===== src/logic/uhe_pkg.sv =====
package uhe_pkg;
    // Timing
    localparam int CLK_MHZ = 50;
    localparam int CLK_HZ = 50_000_000;
    localparam int FS_BIT_HZ = 12_000_000;
    localparam int FRAME_US = 1000;
    localparam int FRAME_CYC = FRAME_US * CLK_MHZ;
    localparam int EOF2_BIT_TIMES = 10;
    localparam int EOF2_CYC = EOF2_BIT_TIMES * CLK_HZ / FS_BIT_HZ;
    localparam int FT_W = 17;

    // Register byte offsets
    localparam logic [7:0] OFF_FRAME = 8'h00;
    localparam logic [7:0] OFF_ADDR = 8'h04;
    localparam logic [7:0] OFF_EP0_IRQ = 8'h08;
    localparam logic [7:0] OFF_EP0_CTRL = 8'h0c;
    localparam logic [7:0] OFF_EP1 = 8'h10;

    // Frame flag indices and enable field
    localparam int FL_LOCK = 0;
    localparam int FL_SOF = 1;
    localparam int FL_EOF2 = 2;
    localparam int FL_EOP = 3;
    localparam int FL_TRAN = 4;
    localparam int FL_W = 5;
    localparam int FIE_LSB = 8;
    localparam int FIE_W = 4;

    // Byte fields
    localparam int EN_BIT = 7;
    localparam int HADDR_W = 7;
    localparam int TXF_BIT = 7;
    localparam int RXF_BIT = 6;
    localparam int TXIE_BIT = 3;
    localparam int RXIE_BIT = 2;
    localparam int TXCLR_BIT = 1;
    localparam int RXCLR_BIT = 0;
    localparam int TOG_BIT = 7;
    localparam int STALL_BIT = 6;
    localparam int TXE_BIT = 5;
    localparam int RXE_BIT = 4;
    localparam int CNT_W = 4;
    localparam int EP1_FORCE_STALL_BIT = 7;
    localparam int EP1_CHANGE_PENDING_BIT = 6;
    localparam int MAP_W = 6;

    localparam logic [3:0] EP0 = 4'h0;
    localparam logic [3:0] EP1 = 4'h1;
    localparam logic [1:0] AXI_OKAY = 2'h0;
    localparam logic [1:0] AXI_SLVERR = 2'h2;

    typedef enum logic [1:0] {PID_IN, PID_OUT, PID_SETUP} uhe_pid_type;
    typedef enum logic [1:0] {RESP_ACK, RESP_NAK, RESP_STALL, RESP_DATA} uhe_kind_type;

    typedef struct packed {
        logic valid;
        uhe_pid_type pid;
        logic [HADDR_W-1:0] addr;
        logic [3:0] ep;
    } uhe_token_type;

    typedef struct packed {
        logic sof;
        logic eop;
        logic activity;
        logic host_ack;
        logic rx_pkt_ok;
    } uhe_event_type;

    typedef struct packed {
        logic valid;
        uhe_kind_type kind;
        logic data1;
        logic [CNT_W-1:0] len;
        logic [MAP_W-1:0] bitmap;
    } uhe_resp_type;
endpackage : uhe_pkg


===== src/logic/uhe_top.sv =====
// Hub endpoint control, frame flags and AXI4-Lite register file
//
// The implementer's own choices: register access over AXI4-Lite and the register addresses.
`timescale 1ns/1ps
module uhe_top #(
    parameter int FRAME_CYCLES = uhe_pkg::FRAME_CYC
) (
    // Clock and resets
    input wire logic aclk,
    input wire logic aresetn,
    input wire logic por_n,
    // AXI4-Lite write
    input wire logic [7:0] s_awaddr,
    input wire logic s_awvalid,
    output logic s_awready,
    input wire logic [31:0] s_wdata,
    input wire logic [3:0] s_wstrb,
    input wire logic s_wvalid,
    output logic s_wready,
    output logic [1:0] s_bresp,
    output logic s_bvalid,
    input wire logic s_bready,
    // AXI4-Lite read
    input wire logic [7:0] s_araddr,
    input wire logic s_arvalid,
    output logic s_arready,
    output logic [31:0] s_rdata,
    output logic [1:0] s_rresp,
    output logic s_rvalid,
    input wire logic s_rready,
    // Link side
    input wire uhe_pkg::uhe_token_type tok,
    input wire uhe_pkg::uhe_event_type ev,
    output uhe_pkg::uhe_resp_type resp_r,
    // Power and interrupt
    output logic regulator_output_r,
    output logic xcvr_en_r,
    output logic usb_irq_r
);
    typedef enum logic [1:0] {ST_IDLE, ST_OUT_DATA, ST_IN_ACK} uhe_state_type;

    localparam int FT_EOF2 = FRAME_CYCLES - uhe_pkg::EOF2_CYC;
    localparam int FT_LOST = FRAME_CYCLES + uhe_pkg::EOF2_CYC;

    function automatic logic hit(input logic [7:0] a, input logic [7:0] off);
        hit = (a == off);
    endfunction : hit

    // AXI state
    logic aw_held_r, w_held_r, aw_rdy_r, w_rdy_r, bvalid_r, ar_rdy_r, rvalid_r;
    logic [7:0] awaddr_r;
    logic [31:0] wdata_r, rdata_r, rd_word;
    logic [3:0] wstrb_r;
    logic [1:0] bresp_r, rresp_r;
    logic rd_ok, wr_ok;

    // Register state
    logic [uhe_pkg::FL_W-1:0] fflags_r, fflags_nxt, fset, fclr;
    logic [uhe_pkg::FIE_W-1:0] fie_r;
    logic mod_en_r;
    logic [uhe_pkg::HADDR_W-1:0] haddr_r;
    logic tx_done_r, rx_done_r, tx_ie_r, rx_ie_r;
    logic toggle_r, ep0_force_stall_r, txe_r, rxe_r;
    logic [uhe_pkg::CNT_W-1:0] cnt_r;
    logic ep1_force_stall_r, ep1_change_pending_r;
    logic [uhe_pkg::MAP_W-1:0] bitmap_r;

    // Frame timer and endpoint machine
    logic [uhe_pkg::FT_W-1:0] ft_cnt_r;
    logic ft_run_r;
    uhe_state_type st_r, st_nxt;
    uhe_pkg::uhe_resp_type resp_nxt;
    logic setup_evt, tx_set, rx_set;

    wire rst = !aresetn || !por_n;
    wire link_on = mod_en_r;
    wire aw_fire = s_awvalid && aw_rdy_r;
    wire w_fire = s_wvalid && w_rdy_r;
    wire do_wr = aw_held_r && w_held_r && !bvalid_r;
    wire ar_fire = s_arvalid && ar_rdy_r;
    wire aw_held_nxt = aw_fire || (aw_held_r && !do_wr);
    wire w_held_nxt = w_fire || (w_held_r && !do_wr);
    wire rvalid_nxt = ar_fire || (rvalid_r && !s_rready);
    wire b0 = wstrb_r[0];
    wire b1 = wstrb_r[1];
    wire wr_frame = do_wr && hit(awaddr_r, uhe_pkg::OFF_FRAME);
    wire wr_addr = do_wr && hit(awaddr_r, uhe_pkg::OFF_ADDR) && b0;
    wire wr_irq = do_wr && hit(awaddr_r, uhe_pkg::OFF_EP0_IRQ) && b0;
    wire wr_ctrl = do_wr && hit(awaddr_r, uhe_pkg::OFF_EP0_CTRL) && b0;
    wire wr_ep1 = do_wr && hit(awaddr_r, uhe_pkg::OFF_EP1) && b0;

    assign s_awready = aw_rdy_r;
    assign s_wready = w_rdy_r;
    assign s_bvalid = bvalid_r;
    assign s_bresp = bresp_r;
    assign s_arready = ar_rdy_r;
    assign s_rvalid = rvalid_r;
    assign s_rdata = rdata_r;
    assign s_rresp = rresp_r;

    // Write channel: address and data taken in either order
    always_ff @(posedge aclk) begin
        if (rst) begin
            aw_held_r <= 1'b0;
            w_held_r <= 1'b0;
            aw_rdy_r <= 1'b0;
            w_rdy_r <= 1'b0;
            bvalid_r <= 1'b0;
            bresp_r <= uhe_pkg::AXI_OKAY;
            awaddr_r <= 8'h00;
            wdata_r <= 32'h0000_0000;
            wstrb_r <= 4'h0;
        end else begin
            aw_held_r <= aw_held_nxt;
            w_held_r <= w_held_nxt;
            aw_rdy_r <= !aw_held_nxt;
            w_rdy_r <= !w_held_nxt;
            if (aw_fire) begin
                awaddr_r <= s_awaddr;
            end
            if (w_fire) begin
                wdata_r <= s_wdata;
                wstrb_r <= s_wstrb;
            end
            if (do_wr) begin
                bvalid_r <= 1'b1;
                bresp_r <= wr_ok ? uhe_pkg::AXI_OKAY : uhe_pkg::AXI_SLVERR;
            end else if (s_bready) begin
                bvalid_r <= 1'b0;
            end
        end
    end

    assign wr_ok = hit(awaddr_r, uhe_pkg::OFF_FRAME) || hit(awaddr_r, uhe_pkg::OFF_ADDR)
        || hit(awaddr_r, uhe_pkg::OFF_EP0_IRQ) || hit(awaddr_r, uhe_pkg::OFF_EP0_CTRL)
        || hit(awaddr_r, uhe_pkg::OFF_EP1);

    // Read decode; clear strobes read back as zero
    always_comb begin
        rd_word = 32'h0000_0000;
        rd_ok = 1'b1;
        if (hit(s_araddr, uhe_pkg::OFF_FRAME)) begin
            rd_word = {20'h00000, fie_r, 3'h0, fflags_r};
        end else if (hit(s_araddr, uhe_pkg::OFF_ADDR)) begin
            rd_word = {24'h000000, mod_en_r, haddr_r};
        end else if (hit(s_araddr, uhe_pkg::OFF_EP0_IRQ)) begin
            rd_word = {24'h000000, tx_done_r, rx_done_r, 2'h0, tx_ie_r, rx_ie_r, 2'h0};
        end else if (hit(s_araddr, uhe_pkg::OFF_EP0_CTRL)) begin
            rd_word = {24'h000000, toggle_r, ep0_force_stall_r, txe_r, rxe_r, cnt_r};
        end else if (hit(s_araddr, uhe_pkg::OFF_EP1)) begin
            rd_word = {24'h000000, ep1_force_stall_r, ep1_change_pending_r, bitmap_r};
        end else begin
            rd_ok = 1'b0;
        end
    end

    always_ff @(posedge aclk) begin
        if (rst) begin
            ar_rdy_r <= 1'b0;
            rvalid_r <= 1'b0;
            rdata_r <= 32'h0000_0000;
            rresp_r <= uhe_pkg::AXI_OKAY;
        end else begin
            ar_rdy_r <= !rvalid_nxt;
            rvalid_r <= rvalid_nxt;
            if (ar_fire) begin
                rdata_r <= rd_word;
                rresp_r <= rd_ok ? uhe_pkg::AXI_OKAY : uhe_pkg::AXI_SLVERR;
            end
        end
    end

    // Frame timer; a missed SOF stops it so lock must be re-earned
    wire sof_in = link_on && ev.sof;
    wire eof2_hit = ft_run_r && (ft_cnt_r == uhe_pkg::FT_W'(FT_EOF2));
    wire lock_hit = sof_in && ft_run_r && (ft_cnt_r >= uhe_pkg::FT_W'(FT_EOF2));

    always_ff @(posedge aclk) begin
        if (rst) begin
            ft_cnt_r <= '0;
            ft_run_r <= 1'b0;
        end else if (sof_in) begin
            ft_cnt_r <= '0;
            ft_run_r <= 1'b1;
        end else if (ft_run_r) begin
            ft_run_r <= (ft_cnt_r != uhe_pkg::FT_W'(FT_LOST));
            ft_cnt_r <= ft_cnt_r + uhe_pkg::FT_W'(1);
        end
    end

    // Hardware set beats a same-cycle clear strobe
    assign fset[uhe_pkg::FL_LOCK] = lock_hit;
    assign fset[uhe_pkg::FL_SOF] = sof_in;
    assign fset[uhe_pkg::FL_EOF2] = eof2_hit;
    assign fset[uhe_pkg::FL_EOP] = link_on && ev.eop;
    assign fset[uhe_pkg::FL_TRAN] = link_on && ev.activity;
    assign fclr = (wr_frame && b0) ? wdata_r[uhe_pkg::FL_W-1:0] : '0;
    assign fflags_nxt = fset | (fflags_r & ~fclr);

    // Token decisions
    wire tok_hit = link_on && tok.valid && (tok.addr == haddr_r);
    wire is_ep0 = (tok.ep == uhe_pkg::EP0);
    wire is_ep1 = (tok.ep == uhe_pkg::EP1);

    always_comb begin
        resp_nxt = '0;
        st_nxt = st_r;
        setup_evt = 1'b0;
        tx_set = 1'b0;
        rx_set = 1'b0;
        if (!link_on) begin
            st_nxt = ST_IDLE;
        end else if (tok_hit) begin
            st_nxt = ST_IDLE;
            if (is_ep0) begin
                case (tok.pid)
                    uhe_pkg::PID_SETUP: begin
                        setup_evt = 1'b1;
                        st_nxt = ST_OUT_DATA;
                    end
                    uhe_pkg::PID_OUT: begin
                        resp_nxt.valid = ep0_force_stall_r || !rxe_r || rx_done_r;
                        if (ep0_force_stall_r) begin
                            resp_nxt.kind = uhe_pkg::RESP_STALL;
                        end else if (!rxe_r || rx_done_r) begin
                            resp_nxt.kind = uhe_pkg::RESP_NAK;
                        end else begin
                            st_nxt = ST_OUT_DATA;
                        end
                    end
                    default: begin
                        resp_nxt.valid = 1'b1;
                        if (ep0_force_stall_r) begin
                            resp_nxt.kind = uhe_pkg::RESP_STALL;
                        end else if (!txe_r || tx_done_r) begin
                            resp_nxt.kind = uhe_pkg::RESP_NAK;
                        end else begin
                            resp_nxt.kind = uhe_pkg::RESP_DATA;
                            resp_nxt.data1 = toggle_r;
                            resp_nxt.len = cnt_r;
                            st_nxt = ST_IN_ACK;
                        end
                    end
                endcase
            end else if (is_ep1 && tok.pid == uhe_pkg::PID_IN) begin
                resp_nxt.valid = 1'b1;
                if (ep1_force_stall_r) begin
                    resp_nxt.kind = uhe_pkg::RESP_STALL;
                end else if (!ep1_change_pending_r) begin
                    resp_nxt.kind = uhe_pkg::RESP_NAK;
                end else begin
                    resp_nxt.kind = uhe_pkg::RESP_DATA;
                    resp_nxt.bitmap = bitmap_r;
                end
            end
        end else begin
            case (st_r)
                ST_OUT_DATA: begin
                    if (ev.rx_pkt_ok) begin
                        resp_nxt.valid = 1'b1;
                        resp_nxt.kind = uhe_pkg::RESP_ACK;
                        rx_set = 1'b1;
                        st_nxt = ST_IDLE;
                    end
                end
                ST_IN_ACK: begin
                    if (ev.host_ack) begin
                        tx_set = 1'b1;
                        st_nxt = ST_IDLE;
                    end
                end
                default: st_nxt = ST_IDLE;
            endcase
        end
    end

    wire irq_nxt = |(fflags_r[uhe_pkg::FL_W-1:1] & fie_r)
        || (tx_done_r && tx_ie_r) || (rx_done_r && rx_ie_r);

    // Enable survives bus resets; only power-on drops it
    always_ff @(posedge aclk) begin
        if (!por_n) begin
            mod_en_r <= 1'b0;
        end else if (wr_addr && wdata_r[uhe_pkg::EN_BIT]) begin
            mod_en_r <= 1'b1;
        end
    end

    always_ff @(posedge aclk) begin
        if (rst) begin
            st_r <= ST_IDLE;
            resp_r <= '0;
            fflags_r <= '0;
            fie_r <= '0;
            haddr_r <= '0;
            tx_done_r <= 1'b0;
            rx_done_r <= 1'b0;
            tx_ie_r <= 1'b0;
            rx_ie_r <= 1'b0;
            toggle_r <= 1'b0;
            ep0_force_stall_r <= 1'b0;
            txe_r <= 1'b0;
            rxe_r <= 1'b0;
            cnt_r <= '0;
            ep1_force_stall_r <= 1'b0;
            ep1_change_pending_r <= 1'b0;
            bitmap_r <= '0;
            usb_irq_r <= 1'b0;
            regulator_output_r <= 1'b0;
            xcvr_en_r <= 1'b0;
        end else begin
            st_r <= st_nxt;
            resp_r <= resp_nxt;
            fflags_r <= fflags_nxt;
            usb_irq_r <= irq_nxt;
            regulator_output_r <= mod_en_r;
            xcvr_en_r <= mod_en_r;
            tx_done_r <= tx_set || (tx_done_r && !(wr_irq && wdata_r[uhe_pkg::TXCLR_BIT]));
            rx_done_r <= rx_set || (rx_done_r && !(wr_irq && wdata_r[uhe_pkg::RXCLR_BIT]));
            if (wr_frame && b1) begin
                fie_r <= wdata_r[uhe_pkg::FIE_LSB +: uhe_pkg::FIE_W];
            end
            if (wr_addr) begin
                haddr_r <= wdata_r[uhe_pkg::HADDR_W-1:0];
            end
            if (wr_irq) begin
                tx_ie_r <= wdata_r[uhe_pkg::TXIE_BIT];
                rx_ie_r <= wdata_r[uhe_pkg::RXIE_BIT];
            end
            if (wr_ctrl) begin
                toggle_r <= wdata_r[uhe_pkg::TOG_BIT];
                txe_r <= wdata_r[uhe_pkg::TXE_BIT];
                rxe_r <= wdata_r[uhe_pkg::RXE_BIT];
                cnt_r <= wdata_r[uhe_pkg::CNT_W-1:0];
            end
            // SETUP clear wins over a same-cycle software write
            if (setup_evt) begin
                ep0_force_stall_r <= 1'b0;
            end else if (wr_ctrl) begin
                ep0_force_stall_r <= wdata_r[uhe_pkg::STALL_BIT];
            end
            if (wr_ep1) begin
                ep1_force_stall_r <= wdata_r[uhe_pkg::EP1_FORCE_STALL_BIT];
                ep1_change_pending_r <= wdata_r[uhe_pkg::EP1_CHANGE_PENDING_BIT];
                bitmap_r <= wdata_r[uhe_pkg::MAP_W-1:0];
            end
        end
    end

    property p_lock_clear;
        @(posedge aclk) disable iff (rst)
        (wr_frame && b0 && wdata_r[uhe_pkg::FL_LOCK] && !lock_hit) |=> !fflags_r[uhe_pkg::FL_LOCK];
    endproperty
    a_lock_clear: assert property (p_lock_clear) else $error("lock flag not cleared");

    property p_sof_flag_held;
        @(posedge aclk) disable iff (rst)
        (fflags_r[uhe_pkg::FL_SOF] && !(wr_frame && b0)) |=> fflags_r[uhe_pkg::FL_SOF];
    endproperty
    a_sof_flag_held: assert property (p_sof_flag_held) else $error("sof flag lost");

    property p_disabled_quiet;
        @(posedge aclk) disable iff (rst)
        !mod_en_r |=> (!resp_r.valid && !regulator_output_r && !xcvr_en_r);
    endproperty
    a_disabled_quiet: assert property (p_disabled_quiet) else $error("disabled but active");

    property p_enable_sticky;
        @(posedge aclk) disable iff (!por_n)
        mod_en_r |=> mod_en_r;
    endproperty
    a_enable_sticky: assert property (p_enable_sticky) else $error("enable dropped");

    property p_in_nak;
        @(posedge aclk) disable iff (rst)
        (tok_hit && is_ep0 && tok.pid == uhe_pkg::PID_IN && !ep0_force_stall_r && (!txe_r || tx_done_r))
        |=> (resp_r.valid && resp_r.kind == uhe_pkg::RESP_NAK);
    endproperty
    a_in_nak: assert property (p_in_nak) else $error("IN not NAKed");

    property p_out_nak;
        @(posedge aclk) disable iff (rst)
        (tok_hit && is_ep0 && tok.pid == uhe_pkg::PID_OUT && !ep0_force_stall_r && (!rxe_r || rx_done_r))
        |=> (resp_r.valid && resp_r.kind == uhe_pkg::RESP_NAK);
    endproperty
    a_out_nak: assert property (p_out_nak) else $error("OUT not NAKed");

    property p_rx_ack;
        @(posedge aclk) disable iff (rst)
        (st_r == ST_OUT_DATA && link_on && !tok_hit && ev.rx_pkt_ok)
        |=> (rx_done_r && resp_r.kind == uhe_pkg::RESP_ACK);
    endproperty
    a_rx_ack: assert property (p_rx_ack) else $error("rx done missing");

    property p_in_data;
        @(posedge aclk) disable iff (rst)
        (tok_hit && is_ep0 && tok.pid == uhe_pkg::PID_IN && !ep0_force_stall_r && txe_r && !tx_done_r)
        |=> (resp_r.kind == uhe_pkg::RESP_DATA && resp_r.data1 == $past(toggle_r)
             && resp_r.len == $past(cnt_r));
    endproperty
    a_in_data: assert property (p_in_data) else $error("wrong IN data");

    property p_setup_unstall;
        @(posedge aclk) disable iff (rst)
        (tok_hit && is_ep0 && tok.pid == uhe_pkg::PID_SETUP) |=> !ep0_force_stall_r;
    endproperty
    a_setup_unstall: assert property (p_setup_unstall) else $error("stall kept");

    property p_ep1_stall;
        @(posedge aclk) disable iff (rst)
        (tok_hit && is_ep1 && tok.pid == uhe_pkg::PID_IN && ep1_force_stall_r)
        |=> (resp_r.valid && resp_r.kind == uhe_pkg::RESP_STALL);
    endproperty
    a_ep1_stall: assert property (p_ep1_stall) else $error("ep1 not stalled");

    property p_eof2;
        @(posedge aclk) disable iff (rst)
        eof2_hit |=> fflags_r[uhe_pkg::FL_EOF2];
    endproperty
    a_eof2: assert property (p_eof2) else $error("eof2 flag missing");

    property p_irq;
        @(posedge aclk) disable iff (rst)
        ((tx_done_r && tx_ie_r) || (rx_done_r && rx_ie_r)) |=> usb_irq_r;
    endproperty
    a_irq: assert property (p_irq) else $error("irq not raised");
endmodule : uhe_top


===== config.mk =====
export PLATFORM = sky130hd
export DESIGN_NAME = uhe_top
export DESIGN_NICKNAME = d
export VERILOG_FILES = /design/src/logic/uhe_pkg.sv /design/src/logic/uhe_top.sv
export SDC_FILE = /design/constraint.sdc
export NUM_CORES = 1
export LEC_CHECK = 0
export BUFFER_PORTS_ARGS = -buffer_cell sky130_fd_sc_hd__buf_2
export CORE_UTILIZATION = 45
export CTS_BUF_LIST = sky130_fd_sc_hd__clkbuf_4
export DETAILED_ROUTE_END_ITERATION = 8
export GPL_ROUTABILITY_DRIVEN = 0
export HOLD_SLACK_MARGIN = 0.12
export PLACE_DENSITY_LB_ADDON = 0.25
export SLEW_MARGIN = 20
export SYNTH_ARGS = -nofsm -noshare
export SYNTH_HDL_FRONTEND = slang
export SYNTH_SLANG_ARGS = --single-unit

===== constraint.sdc =====
create_clock -name aclk -period 2.8 [get_ports aclk]
set_input_delay 0.28 -clock aclk [delete_from_list [all_inputs] [get_ports aclk]]
set_output_delay 0.28 -clock aclk [all_outputs]
set_load 0.02 [all_outputs]

Yosys cells after proc, flatten, opt, wreduce, memory -nomap -nowiden
Index checks and enable logic that the tools add are counted.
{"block": "totals", "regBits": 138, "inputBits": 79, "output_inout_bits": 58, "elab_cells": 194}
{"block": "op_classes", "addsub": 1, "magnitude_cmp": 1, "n_eq_ne": 18, "muxes": 51, "bitwise_logic": 9, "reduce_logical": 75}
{"cell": "$logic_and A1 B1 Y1", "count": 35}
{"cell": "$eq A8 B4 Y1 const B", "count": 4}
{"cell": "$mux W8", "count": 4}
{"cell": "$mux W2", "count": 13}
{"cell": "$mux W1", "count": 24}
{"cell": "$add A17 B1 Y17 const B", "count": 1}
{"cell": "$eq A17 B16 Y1 const B", "count": 1}
{"cell": "$ge A17 B16 Y1 const B", "count": 1}
{"cell": "$ne A17 B16 Y1 const B", "count": 1}
{"cell": "$eq A8 B3 Y1 const B", "count": 2}
{"cell": "$eq A8 B5 Y1 const B", "count": 2}
{"cell": "$logic_not A8 Y1", "count": 2}
{"cell": "$logic_or A1 B1 Y1", "count": 16}
{"cell": "$mux W3", "count": 5}
{"cell": "$logic_not A1 Y1", "count": 12}
{"cell": "$mux W12", "count": 1}
{"cell": "$pmux W2 S2", "count": 2}
{"cell": "$reduce_or A8 Y1", "count": 1}
{"cell": "$eq A7 B7 Y1", "count": 1}
{"cell": "$reduce_or A7 Y1", "count": 1}
{"cell": "$ne A3 B3 Y1 const B", "count": 2}
{"cell": "$pmux W3 S2", "count": 1}
{"cell": "$reduce_or A2 Y1", "count": 3}
{"cell": "$and A5 B5 Y5", "count": 1}
{"cell": "13 further kinds", "count": 19}

Longest topological paths before layout
{"block": "depth", "depth_word": 8, "depth_mapped": 7, "mapped_depth_nobuf": 7}

Worst setup path before layout
Ideal clock, no wire load.
{"block": "synth_timing", "path_type": "register -> register", "from": "reg awaddr_r[5]", "to": "reg ep0_force_stall_r", "setup_ns": 0.091, "arrival_time_ns": 1.852, "required_time_ns": 2.709, "path_slack_ns": 0.857, "path_stages_with_launch": 7, "path_buffers": 1, "synth_period_minus_slack_ns": 1.943, "cell_sequence": "dfxtp_1 or4_1 nor4_2 buf_4 nand3_1 mux2i_1 a311oi_1"}
{"block": "synth_via", "elab_chain_cells": 3}
{"element": "from (decl)", "line_no": "uhe_top.sv:51", "rtl": "logic [7:0] awaddr_r;"}
{"element": "from (signal assigned)", "line_no": "uhe_top.sv:119", "rtl": "awaddr_r <= s_awaddr;"}
{"element": "$eq A8 B4 Y1", "line_no": "uhe_top.sv:46", "rtl": "hit = (a == off);"}
{"element": "$logic_and A1 B1 Y1 (2 in series)", "line_no": "uhe_top.sv:89", "rtl": "wire wr_ctrl = do_wr && hit(awaddr_r, uhe_pkg::OFF_EP0_CTRL) && b0;"}
{"element": "to (signal assigned)", "line_no": "uhe_top.sv:340", "rtl": "ep0_force_stall_r <= wdata_r[uhe_pkg::STALL_BIT];"}
{"element": "to (decl)", "line_no": "uhe_top.sv:63", "rtl": "logic toggle_r, ep0_force_stall_r, txe_r, rxe_r;"}
No other way between the ends.
A chain may end at the register's enable or synchronous reset.

Worst setup path after layout
Same ends and word-level chain as after synthesis.

==> results.yml <==
finish:
  final_layout_size_suffix_gt1_share_pct: 18.3
  fill_cells: 1022
  syn2layout_area_growth_pct: 22.6
  stdcell_count: 879
  final_common_cell: "dfxtp_1"
  nets: 810
  final_cell_mix: "dfxtp_1, buf_2, nand2_1"
  seq_area_mm2: 0.00232
  diodes: 0
  multi_input_area_mm2: 0.00250
placed_design:
  dp_hpwl_mm: 8.88
  portBuffers: 92
  dp.cells: 807
  pre_cts_ws_ps: 423
logic_synthesis:
  netlist_area_mm2: 0.00508
  yosysWarningCount: 0
  ys_seq_area_share_pct: 45.7
  synth_cells: 601
  synth_area_leaders: "dfxtp_1, nand2_1, a21oi_1"
  avgSynthCellArea_um2: 8.46
  synth_area_leader_cell: "dfxtp_1"
  ys_ff_latch: 116
  synth_edf_count: 0
  ys_types: 59
  synth_flop_cell: "dfxtp_1"
  synth.top_cell.area_share_pct: 45.7
  synthArstFlopShare_pct: 0
global_route:
  grtUsageTotal_pct: 22.7
  antenna_found_initial: 0
  grt_pass1_wl_mm: 20.5
  grt_max_degree: 76
  overflow: 0
  grt_pass1_vias: 4300
timing:
  setup_slack_ps: 337
  finClkSkew_ps: 23.4
  clock.fmax_mhz: 406
  fin_crit_ps: 2460
  worst_pin_slew_ps: 774
  hold_viol: 0
  rsz0062_at_grt: "false"
  min_period_over_period_pct: 88.0
  setup_viol: 0
  maxSlewViolCount: 0
  tns_ps: 0
  slew_headroom_pct: 48.4
clock_network:
  cts_tree: "done"
  clk_pin_slew_worst_paths_ps: 100
  root_buffer: "clkbuf_4"
  clk-insertion-delay-late_ps: 530
  htree_levels: 4
  cts.sinks: 116
  cts_resized: 0
  tritoncts.num_buffers: 17
  clk_path_buf_depth: 2
flow_run:
  maxCapViolations: 0
detailed_routing:
  vias: 4650
  viasPerCell: 5.29
  wire_per_inst_um: 14.4
  first_iter_violations: 226
  remaining_drc_errors: 0
  ant_nets: 0
  wirelength_mm: 12.7
  firstDrtPassIters: 5
floorplan:
  num_rows: 38
  initial_core_util_pct: 46.5
  die_w_um: 108
  die_h_um: 108
  io_pins: 137
  die_area_mm2: 0.0117
  core_mm2: 0.0109
hold_path:
  hp-class: "in -> reg"
power:
  leakagePower_nw: 2.50
  irDropWorstVdd_v: 0.000225
  power_density_mw_per_mm2: 500
worst_setup_path:
  crit_fanout: 8
  critical_path_arrival_ps: 2890
  required_ps: 3230
  start_kind: "register"
  crit_type: "reg -> reg"
  critPathCaptureType: "register"
run_status:
  status: "finished clean"
-- stage by stage --
step	area (um2)	utilization, %	power [mW]	hold slack, ps
CTS	6230	57.0	3.14	143
global route	6230	57.0	3.25	166
floorplan	5160	-	1.84	408
detailed placement	5550	50.8	1.88	445
finish	6230	57.0	3.12	170
global placement	5550	50.8	1.88	441
-- critical path, stage by stage (launching register included) --
cell	delay, ps
dfxtp_1	320
or4_1	580
nor4_2	620
nand3_1	420
mux2i_1	210
a311oi_1	230
-- sequential cells by signal, summed over array words and instances, names as in the netlist, 2 cells and up --
register  flops
haddr_r       7
resp_r       14
fflags_r      5
st_r          2
wstrb_r       2
cnt_r         4
s_rdata      12
ft_cnt_r     17
awaddr_r      8
bitmap_r      6
wdata_r      12
fie_r         4
-- power by group --
| group | internal (mW) | switching (mW) | leakage [nW] |
|---|---|---|---|
| Combinational | 0.0915 | 0.127 | 1.42 |
| Sequential | 1.66 | 0.00929 | 0.935 |
| Clock | 0.620 | 0.612 | 0.152 |
| Total | 2.37 | 0.748 | 2.50 |
-- cell usage after synthesis (all sizes together), types with 8 or more instances --
library cell  number
and2              16
clkbuf            22
a22oi             11
nor2b              8
and3               9
o21ai             13
a21oi             60
xor2              14
or3                8
nand2             89
buf               30
nor2              47
nor3              12
mux2i             20
nand3             23
dfxtp            116
inv               15
-- repair_timing --
action,CTS,global route
buffers inserted,0,0
endpoints found under the hold margin,35,0
setup endpoints to repair,0,0
hold buffers,40,0
-- cell type report --
class,count,share of cell area [%]
Multi-Input combinational cell,438,40.0
Inverter,16,0.963
Clock inverter,13,2.25
Tap cell,140,2.81
Clock buffer,19,2.29
Timing Repair Buffer,137,14.4
Sequential cell,116,37.2
-- cells by family (layout without fill, tap and decap cells) --
kind of cell	after synthesis	after routing	share of synthesized area (%)
flops	116	116	45.7
simple gates	249	249	24.1
other cells	1	22	0.0737
buf+inv	68	185	6.84
fa+ha+maj	5	5	1.23
xor+xnor	21	21	3.62
compound gates	121	121	14.5
mux	20	20	3.94
-- worst paths after layout --
check / from / endpoint / slack, ps / cells after the start
hold reg to reg: awaddr_r[5]$_SDFFE_PP0P_ / awaddr_r[5]$_SDFFE_PP0P_ / 460 / 2
setup / recovery: awaddr_r[5]$_SDFFE_PP0P_ / ep0_force_stall_r$_SDFFE_PP0P_ / 340 / 5
hold / removal: tok[12] / ep0_force_stall_r$_SDFFE_PP0P_ / 170 / 3
setup reg to reg: awaddr_r[5]$_SDFFE_PP0P_ / ep0_force_stall_r$_SDFFE_PP0P_ / 340 / 5
-- metal layers --
metal	track usage (%)	vias to the layer above	share of wire (%)
met5	0	-	0
li1	-	2303	-
met3	5.79	30	6.8
met4	9.07	0	2.0
met2	38.5	188	50
met1	27.4	2129	41
Power figures use the tool's default switching activity.
